==> src/tx_status_pkg.sv <==
// Purpose: constants and types for the transmit queue status block
// Assumes: single clock CLK at 100 MHz, synchronous active-high RST
// Notes: register offsets are byte addresses on the plain register port
package tx_status_pkg;
  localparam int ADDR_W = 8;
  localparam int DATA_W = 8;
  localparam logic [7:0] OFF_TRANSMIT_STATUS = 8'h02;
  localparam logic [7:0] OFF_CONTROL = 8'h10;
  localparam logic [7:0] OFF_IRQ_STATUS = 8'h11;
  localparam logic [7:0] OFF_IRQ_MASK = 8'h12;
  localparam logic [7:0] OFF_RX_STATUS = 8'h13;
  // transmit status bit positions
  localparam int BIT_HELD = 7;
  localparam int BIT_BUSY = 5;
  localparam int BIT_IDLE = 4;
  localparam int BIT_OVF = 3;
  localparam int BIT_FULL = 2;
  localparam int BIT_AVAIL = 1;
  localparam int BIT_EMPTY = 0;
  localparam logic [7:0] RESET_TRANSMIT_STATUS = 8'h13;
  // interrupt event bit positions
  localparam int EV_HELD = 0;
  localparam int EV_FULL = 1;
  localparam int EV_EMPTY = 2;
  localparam int EV_RX_OVF = 3;
  localparam int EV_TX_OVF = 4;
  localparam int EV_W = 5;
  localparam logic [7:0] BUS_DEFAULT = 8'h00;
  typedef struct packed {
    logic [ADDR_W-1:0] addr;
    logic [DATA_W-1:0] wdata;
    logic wr;
    logic rd;
  } bus_req_t;
  typedef struct packed {
    logic held;
    logic busy;
    logic idle;
    logic tx_ovf;
    logic full;
    logic avail;
    logic empty;
  } tx_flags_t;
endpackage : tx_status_pkg

==> src/tx_flag_logic.sv <==
// Purpose: combinational queue flag decode from pointers and buffer space
// Assumes: pointers count queues modulo 2**QW
// Notes: pure logic, registered by the parent
module tx_flag_logic #(
  parameter int QW = 3,
  parameter int LW = 9
) (
  input wire logic [QW-1:0] load_queue_pointer,
  input wire logic [QW-1:0] send_queue_pointer,
  input wire logic [LW-1:0] rx_free_bytes,
  input wire logic [LW-1:0] message_length,
  input wire logic ignore_receive_space,
  output logic held,
  output logic full,
  output logic avail,
  output logic empty
);
  logic [LW:0] need;
  // one extra bit so length plus one never wraps
  always_comb
  begin
    need = {1'b0, message_length} + {{LW{1'b0}}, 1'b1};
    held = !ignore_receive_space &&
      ({1'b0, rx_free_bytes} < need);
    full = (load_queue_pointer ==
      QW'(send_queue_pointer - QW'(1)));
    avail = !full;
    empty = (load_queue_pointer == send_queue_pointer);
  end
endmodule : tx_flag_logic

==> src/uart_transmit_queue_status.sv <==
// Purpose: transmit status register, start gating and event interrupts
// Assumes: queue pointers, counts and strobes come from logic on CLK
// Notes: reads of the register port return data one cycle after RD
module uart_transmit_queue_status #(
  parameter int QW = 3,
  parameter int LW = 9
) (
  input wire logic CLK,
  input wire logic RST,
  input wire logic [tx_status_pkg::ADDR_W-1:0] ADDR,
  input wire logic [tx_status_pkg::DATA_W-1:0] WDATA,
  input wire logic WR,
  input wire logic RD,
  output logic [tx_status_pkg::DATA_W-1:0] RDATA,
  input wire logic [QW-1:0] LOAD_QUEUE_POINTER,
  input wire logic [QW-1:0] SEND_QUEUE_POINTER,
  input wire logic [LW-1:0] RX_FREE_BYTES,
  input wire logic [LW-1:0] MESSAGE_LENGTH,
  input wire logic RX_BYTE_WRITE,
  input wire logic TX_INCREMENT_BLOCKED,
  input wire logic START_REQUEST,
  input wire logic TX_SENDING,
  output logic START_GRANT,
  output logic IGNORE_RECEIVE_SPACE,
  output logic RECEIVE_OVERFLOW_ERROR,
  output logic IRQ
);
  tx_status_pkg::bus_req_t req;
  tx_status_pkg::tx_flags_t flags;
  logic held_c, full_c, avail_c, empty_c;
  logic [tx_status_pkg::EV_W-1:0] irq_status, irq_mask, events;
  logic [tx_status_pkg::EV_W-1:0] next_irq_status;
  logic held_q, full_q, empty_q;
  logic [7:0] status_byte;
  logic ctrl_write, irq_clear_write, mask_write;
  logic rx_full;
  // reset image of the status byte, one bit per flag
  localparam logic [7:0] reset_byte = tx_status_pkg::RESET_TRANSMIT_STATUS;

  assign req = '{addr: ADDR, wdata: WDATA, wr: WR, rd: RD};

  // one-cycle write strobe aimed at one register offset
  function automatic logic write_hit(
    input tx_status_pkg::bus_req_t r,
    input logic [tx_status_pkg::ADDR_W-1:0] off
  );
    return r.wr && (r.addr == off);
  endfunction : write_hit

  // decoded write strobes, one per writable register
  assign ctrl_write = write_hit(req, tx_status_pkg::OFF_CONTROL);
  assign irq_clear_write = write_hit(req, tx_status_pkg::OFF_IRQ_STATUS);
  assign mask_write = write_hit(req, tx_status_pkg::OFF_IRQ_MASK);

  // a full receive buffer means the next written byte overwrites data
  assign rx_full = (RX_FREE_BYTES == '0);

  tx_flag_logic #(.QW(QW), .LW(LW)) u_flags (
    .load_queue_pointer(LOAD_QUEUE_POINTER),
    .send_queue_pointer(SEND_QUEUE_POINTER),
    .rx_free_bytes(RX_FREE_BYTES),
    .message_length(MESSAGE_LENGTH),
    .ignore_receive_space(IGNORE_RECEIVE_SPACE),
    .held(held_c),
    .full(full_c),
    .avail(avail_c),
    .empty(empty_c)
  );

  // registered flags; reset values match the status reset byte
  always_ff @(posedge CLK)
  begin
    if (RST)
    begin
      // quiet line, no queued data: idle, available and empty set
      flags.held <= reset_byte[tx_status_pkg::BIT_HELD];
      flags.busy <= reset_byte[tx_status_pkg::BIT_BUSY];
      flags.idle <= reset_byte[tx_status_pkg::BIT_IDLE];
      flags.tx_ovf <= reset_byte[tx_status_pkg::BIT_OVF];
      flags.full <= reset_byte[tx_status_pkg::BIT_FULL];
      flags.avail <= reset_byte[tx_status_pkg::BIT_AVAIL];
      flags.empty <= reset_byte[tx_status_pkg::BIT_EMPTY];
    end
    else
    begin
      flags.held <= held_c;
      flags.full <= full_c;
      flags.avail <= avail_c;
      flags.empty <= empty_c;
      flags.busy <= TX_SENDING;
      flags.idle <= !TX_SENDING;
      flags.tx_ovf <= TX_INCREMENT_BLOCKED && !empty_c;
    end
  end

  // start gate uses live held term so a grant never beats a late length
  always_ff @(posedge CLK)
  begin
    if (RST)
      START_GRANT <= 1'b0;
    else
      START_GRANT <= START_REQUEST && !held_c;
  end

  // overflow: a write into a full receive buffer overwrites a byte;
  // the flag clears as soon as free space returns
  always_ff @(posedge CLK)
  begin
    if (RST)
      RECEIVE_OVERFLOW_ERROR <= 1'b0;
    else if (!rx_full)
      RECEIVE_OVERFLOW_ERROR <= 1'b0;
    else if (RX_BYTE_WRITE)
      RECEIVE_OVERFLOW_ERROR <= 1'b1;
  end

  // control register: only the ignore option, bit 0
  always_ff @(posedge CLK)
  begin
    if (RST)
      IGNORE_RECEIVE_SPACE <= 1'b0;
    else if (ctrl_write)
      IGNORE_RECEIVE_SPACE <= req.wdata[0];
  end

  // rising edges of held, full and empty are interrupt events; host relies on the
  // overflow event when running without the space check
  always_ff @(posedge CLK)
  begin
    if (RST)
    begin
      held_q <= reset_byte[tx_status_pkg::BIT_HELD];
      full_q <= reset_byte[tx_status_pkg::BIT_FULL];
      empty_q <= reset_byte[tx_status_pkg::BIT_EMPTY];
    end
    else
    begin
      held_q <= flags.held;
      full_q <= flags.full;
      empty_q <= flags.empty;
    end
  end

  // edges come from the registered flags, so an event lags the flag inputs
  // by one cycle; the overflow events are taken straight from inputs
  always_comb
  begin
    events = '0;
    events[tx_status_pkg::EV_HELD] = flags.held && !held_q;
    events[tx_status_pkg::EV_FULL] = flags.full && !full_q;
    events[tx_status_pkg::EV_EMPTY] = flags.empty && !empty_q;
    events[tx_status_pkg::EV_RX_OVF] = RX_BYTE_WRITE && rx_full;
    events[tx_status_pkg::EV_TX_OVF] = TX_INCREMENT_BLOCKED;
    // write-one-to-clear, but a new event in the same cycle wins
    next_irq_status = irq_status;
    if (irq_clear_write)
      next_irq_status = irq_status &
        ~req.wdata[tx_status_pkg::EV_W-1:0];
    next_irq_status = next_irq_status | events;
  end

  // sticky event bits
  always_ff @(posedge CLK)
  begin
    if (RST)
      irq_status <= '0;
    else
      irq_status <= next_irq_status;
  end

  // mask bits share the layout of the event bits
  always_ff @(posedge CLK)
  begin
    if (RST)
      irq_mask <= '0;
    else if (mask_write)
      irq_mask <= req.wdata[tx_status_pkg::EV_W-1:0];
  end

  // level interrupt, registered so it comes straight from a flop
  always_ff @(posedge CLK)
  begin
    if (RST)
      IRQ <= 1'b0;
    else
      IRQ <= |(next_irq_status & irq_mask);
  end

  // status byte assembly; bit 6 is unused and reads as zero
  always_comb
  begin
    status_byte = 8'h00;
    status_byte[tx_status_pkg::BIT_HELD] = flags.held;
    status_byte[tx_status_pkg::BIT_BUSY] = flags.busy;
    status_byte[tx_status_pkg::BIT_IDLE] = flags.idle;
    status_byte[tx_status_pkg::BIT_OVF] = flags.tx_ovf;
    status_byte[tx_status_pkg::BIT_FULL] = flags.full;
    status_byte[tx_status_pkg::BIT_AVAIL] = flags.avail;
    status_byte[tx_status_pkg::BIT_EMPTY] = flags.empty;
  end

  // read data stands only in the cycle after the read strobe;
  // unmapped addresses read as zero
  always_ff @(posedge CLK)
  begin
    if (RST)
      RDATA <= tx_status_pkg::BUS_DEFAULT;
    else if (!req.rd)
      RDATA <= tx_status_pkg::BUS_DEFAULT;
    else
      unique case (req.addr)
        tx_status_pkg::OFF_TRANSMIT_STATUS: RDATA <= status_byte;
        tx_status_pkg::OFF_CONTROL:
          RDATA <= {7'h00, IGNORE_RECEIVE_SPACE};
        tx_status_pkg::OFF_IRQ_STATUS: RDATA <= {3'h0, irq_status};
        tx_status_pkg::OFF_IRQ_MASK: RDATA <= {3'h0, irq_mask};
        tx_status_pkg::OFF_RX_STATUS:
          RDATA <= {7'h00, RECEIVE_OVERFLOW_ERROR};
        default: RDATA <= tx_status_pkg::BUS_DEFAULT;
      endcase
  end
endmodule : uart_transmit_queue_status

==> config.mk <==
export PLATFORM = sky130hd
export DESIGN_NAME = uart_transmit_queue_status
export DESIGN_NICKNAME = d
export VERILOG_FILES = /design/src/tx_status_pkg.sv /design/src/tx_flag_logic.sv /design/src/uart_transmit_queue_status.sv
export SDC_FILE = /design/constraint.sdc
export NUM_CORES = 1
export LEC_CHECK = 0
export BUFFER_PORTS_ARGS = -buffer_cell sky130_fd_sc_hd__buf_2
export CAP_MARGIN = 25
export CORE_MARGIN = 2
export CORE_UTILIZATION = 52
export DETAILED_ROUTE_END_ITERATION = 8
export PLACE_DENSITY = 0.87
export SLEW_MARGIN = 20
export SYNTH_ARGS = -nofsm -noshare
export SYNTH_HDL_FRONTEND = slang
export SYNTH_SLANG_ARGS = --single-unit
==> constraint.sdc <==
create_clock -name CLK -period 6 [get_ports CLK]
set_clock_uncertainty 0.2 [all_clocks]
set_input_delay 1.5 -clock CLK [delete_from_list [all_inputs] [get_ports CLK]]
set_output_delay 1.5 -clock CLK [all_outputs]
set_load 0.01 [all_outputs]
==> flow_summary.toml, run 1 <==
[die]
die-width_um = 60.1
row_count = 20
core_area_um2 = 3030
die-area_um2 = 3610
design.portCount = 60
height_of_the_chip_um = 60.1
start_util_pct = 54.0

[synthesis]
synth.lib_cells_used.distinct = 37
synthXorXnorAreaFrac_pct = 6.43
synth_area_per_cell_um2 = 8.61
synth_sequential_area_ratio_pct = 37.9
synth_simple_gate_area_share_pct = 25.9
asyncSetResetFlopFracSynth_pct = 0
synth.most_common_cell = "sky130_fd_sc_hd__dfxtp_1"
yosys-mux-area-fraction_pct = 1.38
mappedNetlistNets = 248
yosysTopAreaCell = "sky130_fd_sc_hd__dfxtp_1"
yosysWarnings = 0
yosys-top-cells-area = "sky130_fd_sc_hd__dfxtp_1 38%, sky130_fd_sc_hd__ha_1 7.7%, sky130_fd_sc_hd__a21oi_1 4.6%"
synthDominantCellAreaShare_pct = 37.9
synth-edff-count = 0
ys_dominant_reg_cell = "sky130_fd_sc_hd__dfxtp_1"
synth_fa_ha_area_share_pct = 7.65
synthesis.area_um2 = 1640
most_common_library_cells_after_synthesis = "31 x sky130_fd_sc_hd__dfxtp_1, 18 x sky130_fd_sc_hd__nand2_1, 15 x sky130_fd_sc_hd__a21oi_1, 14 x sky130_fd_sc_hd__nor2_1, 12 x sky130_fd_sc_hd__nand3_1"
main_combinational_cell_family_by_area_after_synthesis = "simple AND/OR/NAND/NOR gates"
netlist_instances = 190
yosys_register_bits = 31
synthesized_area_fraction_occupied_by_ao_oa_aoi_and_oai_cells_pct = 17.0

[route]
drt-initial-drc-count = 76
dr.pass1.iters = 4
drt_wl_total_um = 3530
routed_via_density = 5.29
ant_nets = 0
via_count = 1550
residual_drc = 0
wire_per_inst_um = 12.0

[placement]
finalWeightedCongestion = 0.848
port-buffer-count = 55
preCtsSetupSlack_ns = 2.40
place.detailed.hpwl_um = 2820

[setup_path]
timing.critical_path.arrival_ns = 3.30
critical_path.startpoint_type = "primary input"
reg2reg_depth = 4
worstPathRequired_ns = 6.05
end_kind = "register"
timing.critical_path.fanout_max = 4
timing.setup.critical_path_class = "primary input to register"

[pwr]
vdd_drop_max_v = 0.0000918
power_per_cell_area_nw_per_um2 = 222
p_leak_nw = 0.925

[global_route]
pin_count_of_the_biggest_net_entering_global_routing = 23
global_route_total_overflow = 0
grt_pass1_wl_um = 5800
global_route.usage.total_pct = 21.5
grt_antenna_before_repair = 0
number_of_global_route_vias_before_repair = 1402

[sta]
period_minus_slack_ns = 3.25
min_period_over_period_pct = 54.2
fin_setup_tns_ns = 0
setup_violations = 0
worst_slew_pin_slew_ns = 0.632
fmaxAchievable_mhz = 308
final_hold_viol_count = 0
relSlewSlack_pct = 57.5
final_max_slew_viol_count = 0
rsz0062_at_grt = "false"
timing.final.ws_setup_ns = 2.75

[run]
timing.max_cap.violations = 0

[cts]
cts_inserted_buffers = 5
tritoncts = "yes"
cts-htree-levels = 2
cts_resized = 0
cts_setup_buffers = 0
clockRootBuffer = "sky130_fd_sc_hd__clkbuf_4"
cts_hold_repair.buffers = 0
clock_tree_buffer_depth = 2
worst_setup_hold_path_clk_slew_ns = 0.09
clock_latency_ns = 0.33
clock_sinks = 31

[outcome]
outcome = "finished clean"

[final_layout]
net_count_of_the_finished_layout = 306
antenna_cells_inserted = 0
share_of_final_layout_standard_cells_stronger_than_drive_strength_1_pct = 28.5
layout-area-overhead-vs-synth_pct = 24.5

[min_path]
worstHoldPathType = "register to register"
hold_depth = 1
[state kept, by name (all words and copies together) (netlist names), 5 cells and up]
signal / cells
irq_status: 5
irq_mask: 5
flags: 7
RDATA: 7
[worst max-delay path, cell delays in order]
cell                      delay (ns)
sky130_fd_sc_hd__buf_2          0.12
sky130_fd_sc_hd__ha_1           0.22
sky130_fd_sc_hd__and3_1         0.22
sky130_fd_sc_hd__and3_1         0.18
sky130_fd_sc_hd__xnor2_1        0.19
sky130_fd_sc_hd__ha_1           0.28
sky130_fd_sc_hd__a21oi_1        0.18
sky130_fd_sc_hd__nand2_1        0.07
sky130_fd_sc_hd__o21ai_1        0.15
sky130_fd_sc_hd__nor3b_1        0.18
[power by group]
part | switching, mW | leakage (nW) | internal, mW
logic | 0.0348 | 0.624 | 0.0332
clock network | 0.0679 | 0.0482 | 0.0984
registers | 0.00408 | 0.253 | 0.213
total | 0.107 | 0.925 | 0.344
[placed cells by master, fill, tap and decap left out, drive strengths merged, types with 5 or more instances in the layout]
| master | instances |
|---|---|
| ha | 10 |
| nor2 | 14 |
| dfxtp | 31 |
| xnor2 | 8 |
| clkbuf | 6 |
| a21oi | 15 |
| nand2 | 18 |
| a22oi | 5 |
| nand3 | 12 |
| o21ai | 10 |
| inv | 9 |
| buf | 56 |
| nor2b | 11 |
| and3 | 6 |
[layer usage]
layer / track usage, % / share of wire (%) / vias to the layer above
li1: - / - / 783
met1: 26.3 / 44 / 698
met2: 35.6 / 48 / 60
met3: 5.63 / 6.2 / 9
met4: 8.89 / 2.1 / 0
met5: 0 / 0 / -
[final cells by class]
cell class / count / area (µm²)
Clock inverter: 2 / 35.0
Sequential cell: 31 / 621
Inverter: 9 / 33.8
Timing Repair Buffer: 56 / 283
Tap cell: 44 / 55.1
Multi-Input combinational cell: 145 / 957
Clock buffer: 6 / 51.3
Fill cell: 251 / 992
[worst paths after layout]
kind	startpoint	end	slack, ns
min	flags[5]$_SDFF_PP0_	RDATA[5]$_SDFF_PP0_	0.26
min reg2reg	flags[5]$_SDFF_PP0_	RDATA[5]$_SDFF_PP0_	0.26
max reg2reg	IGNORE_RECEIVE_SPACE$_SDFFE_PP0P_	RDATA[0]$_SDFF_PP0_	4.58
max	MESSAGE_LENGTH[0]	flags[6]$_SDFF_PP0_	2.75
[cell families (layout without fill, tap and decap cells)]
kind of cell               after synthesis  count (layout)
buffers and inverters                   14              73
adders and majority gates               10              10
and+or+nand+nor                         77              77
DFF                                     31              31
muxes                                    1               1
AOI/OAI and AO/OA                       44              44
xor gates and xnor gates                12              12
other                                    1               1
[stage by stage]
stage	total power, mW	instances	util [%]	hold slack [ns]	area (µm²)
2_1_floorplan	0.261	190	-	0.229	1640
3_3_place_gp	0.286	285	64.4	0.236	1950
3_5_place_dp	0.289	285	64.4	0.237	1950
4_1_cts	0.454	293	67.2	0.260	2040
5_1_grt	0.474	293	67.2	0.274	2040
6_report	0.451	293	67.2	0.256	2040
(Power assumes the default switching activity.)
==> run 2, diff against run 1 <==
--- a/config.mk
+++ b/config.mk
@@ -5,12 +5,13 @@
 export SDC_FILE = /design/constraint.sdc
 export NUM_CORES = 1
 export LEC_CHECK = 0
+export ABC_AREA = 1
 export BUFFER_PORTS_ARGS = -buffer_cell sky130_fd_sc_hd__buf_2
 export CAP_MARGIN = 25
 export CORE_MARGIN = 2
-export CORE_UTILIZATION = 52
+export CORE_UTILIZATION = 45
 export DETAILED_ROUTE_END_ITERATION = 8
-export PLACE_DENSITY = 0.87
+export PLACE_DENSITY = 0.8
 export SLEW_MARGIN = 20
 export SYNTH_ARGS = -nofsm -noshare
 export SYNTH_HDL_FRONTEND = slang
==> constraint.sdc (replaced) <==
create_clock -name CLK -period 2.61 [get_ports CLK]
set_clock_uncertainty 0.2 [all_clocks]
set_input_delay 0.6525 -clock CLK [delete_from_list [all_inputs] [get_ports CLK]]
set_output_delay 0.6525 -clock CLK [all_outputs]
set_load 0.01 [all_outputs]
==> flow_summary.toml, run 2 <==
[die]
core_area_um2 = 3690
die-area_um2 = 4360
row_count = 22
die-width_um = 66.1
start_util_pct = 47.0
design.portCount = 60
height_of_the_chip_um = 66.1

[setup_path]
timing.critical_path.buf_inv = 2
critical-path-max-stage-delay_ns = 0.27
timing.critical_path.fanout_max = 5
cell_repeated_most_along_the_worst_path = "sky130_fd_sc_hd__nand2_1"
path_delay_family = "simple AND/OR/NAND/NOR gates"
timing.setup.critical_path_class = "primary input to register"
timing.critical_path.cells = "buf_2 -> ha_1 -> nand2_1 -> nor2_1 -> nand4_1 -> xor2_1 -> ha_1 -> nand2_1 -> nor2_1 -> nand2_1 -> nand3_1 -> nand3_1 -> inv_1"
timing.critical_path.arrival_ns = 2.24
end_kind = "register"
critical-path-slowest-cell = "sky130_fd_sc_hd__ha_1"
critical_path.startpoint_type = "primary input"
worstPathRequired_ns = 2.64

[sta]
timing.final.ws_setup_ns = 0.403
final_max_slew_viol_count = 0
rsz0062_at_grt = "false"
min_period_over_period_pct = 84.5
setup_violations = 0
period_minus_slack_ns = 2.21
fin_setup_tns_ns = 0
final_hold_viol_count = 0
fmaxAchievable_mhz = 453

[cts]
cts_hold_repair.buffers = 0
cts_setup_buffers = 0
cts_resized = 0
clockRootBuffer = "sky130_fd_sc_hd__clkbuf_8"
clock_tree_buffer_depth = 2
clock_sinks = 31
cts_inserted_buffers = 5
worst_setup_hold_path_clk_slew_ns = 0.06
clock_latency_ns = 0.29
cts-htree-levels = 2
tritoncts = "yes"

[synthesis]
yosys-top-cells-area = "sky130_fd_sc_hd__dfxtp_1 36%, sky130_fd_sc_hd__nand2_1 14%, sky130_fd_sc_hd__ha_1 7.2%"
ys_dominant_reg_cell = "sky130_fd_sc_hd__dfxtp_1"
yosysWarnings = 0
synth.most_common_cell = "sky130_fd_sc_hd__nand2_1"
netlist_instances = 241
asyncSetResetFlopFracSynth_pct = 0
most_common_library_cells_after_synthesis = "66 x sky130_fd_sc_hd__nand2_1, 31 x sky130_fd_sc_hd__dfxtp_1, 31 x sky130_fd_sc_hd__inv_1, 22 x sky130_fd_sc_hd__nand3_1, 19 x sky130_fd_sc_hd__nor2_1"
synth-edff-count = 0
yosys_register_bits = 31
mappedNetlistNets = 299
synthDominantCellAreaShare_pct = 35.8
synth_sequential_area_ratio_pct = 35.8
synth.lib_cells_used.distinct = 30
synthesis.area_um2 = 1730
synth_area_per_cell_um2 = 7.19
yosysTopAreaCell = "sky130_fd_sc_hd__dfxtp_1"

[final_layout]
reg_top3 = "RDATA: 7 flops, flags: 7 flops"
layout-area-overhead-vs-synth_pct = 24.8
net_count_of_the_finished_layout = 358
share_of_final_layout_standard_cells_stronger_than_drive_strength_1_pct = 26.9
final_cell_mix = "66 x sky130_fd_sc_hd__nand2_1, 55 x sky130_fd_sc_hd__buf_2, 31 x sky130_fd_sc_hd__dfxtp_1, 31 x sky130_fd_sc_hd__inv_1, 22 x sky130_fd_sc_hd__nand3_1"
filler_cells = 378
antenna_cells_inserted = 0
layout_commonest_cell = "sky130_fd_sc_hd__nand2_1"

[route]
drt_wl_total_um = 3560
routed_via_density = 4.69
ant_nets = 0
wire_per_inst_um = 10.2
residual_drc = 0
via_count = 1636
dr.pass1.iters = 4
drt-initial-drc-count = 56

[global_route]
met1_capacity_usage_during_global_routing_pct = 19.1
grt_antenna_before_repair = 0
grt_pass1_wl_um = 6020
globalRouteMet2Util_pct = 33.3
global_route_total_overflow = 0
global_route.usage.total_pct = 17.8
number_of_global_route_vias_before_repair = 1565
grt_met3_usage_pct = 4.94
grt.busiest_layer = "met2"
pin_count_of_the_biggest_net_entering_global_routing = 17

[pwr]
p_leak_nw = 1.15
vdd_drop_max_v = 0.000198
power_per_cell_area_nw_per_um2 = 524

[placement]
preCtsSetupSlack_ns = 0.0944
port-buffer-count = 55
finalWeightedCongestion = 0.796
place.detailed.hpwl_um = 2930

[min_path]
worstHoldPathType = "register to register"

[run]
timing.max_cap.violations = 0

[outcome]
outcome = "finished clean"
[run 2: stage by stage]
stage	hold slack [ns]	cell area (µm²)	cells	power, mW	util, %
2_1_floorplan	0.223	1730	241	0.596	-
3_3_place_gp	0.250	2050	341	0.654	55.5
3_5_place_dp	0.255	2050	341	0.660	55.5
4_1_cts	0.266	2160	349	1.14	58.6
5_1_grt	0.301	2160	349	1.19	58.6
6_report	0.264	2160	349	1.13	58.6
[run 2: logic make-up (layout without fill, tap and decap cells)]
family	count (synthesis)	count (layout)	synth area share, %
AND/OR/NAND/NOR	130	130	35.1
buffers and inverters	38	98	9.10
flip-flops	31	31	35.8
AO/OA/AOI/OAI	20	20	7.00
XOR/XNOR	11	11	5.56
adder cells (fa/ha/maj)	10	10	7.22
other	1	1	0.216
[run 2: worst paths after layout]
check,from,to,slack [ns],cells past startpoint
worst min register to register,flags[6]$_SDFF_PP0_,held_q$_SDFF_PP0_,0.26,2
worst max register to register,IGNORE_RECEIVE_SPACE$_SDFFE_PP0P_,RDATA[0]$_SDFF_PP0_,1.38,6
worst min-delay path,flags[6]$_SDFF_PP0_,held_q$_SDFF_PP0_,0.26,2
worst max-delay path,MESSAGE_LENGTH[0],START_GRANT$_SDFF_PP0_,0.40,13
[run 2: layer usage]
layer,vias to the layer above,part of all wire [%]
met1,709,44
met3,7,6.3
met2,41,48
met4,0,1.4
li1,879,-
met5,-,0
[run 2: layout make-up]
| cell class | instances | area [µm²] | area share, % |
|---|---|---|---|
| clock inverters | 2 | 35.0 | 1.62 |
| well taps | 48 | 60.1 | 2.78 |
| inverters | 34 | 128 | 5.90 |
| multi-input cells | 172 | 955 | 44.1 |
| clock buffers | 6 | 82.6 | 3.82 |
| flip-flops and latches | 31 | 621 | 28.7 |
| repair buffers | 56 | 283 | 13.1 |
[run 2: where the power goes]
part           switching, mW  internal, mW  leakage [nW]
Clock                  0.178         0.308        0.0612
Combinational         0.0841        0.0684         0.833
Sequential           0.00618         0.489         0.253
Total                  0.268         0.866          1.15
[run 2: worst register-to-register path: cells and delay by family, from the launching register on]
kind | cells | cell delay [ns]
buf+inv | 2 | 0.14
flops | 1 | 0.32
simple gates | 4 | 0.52
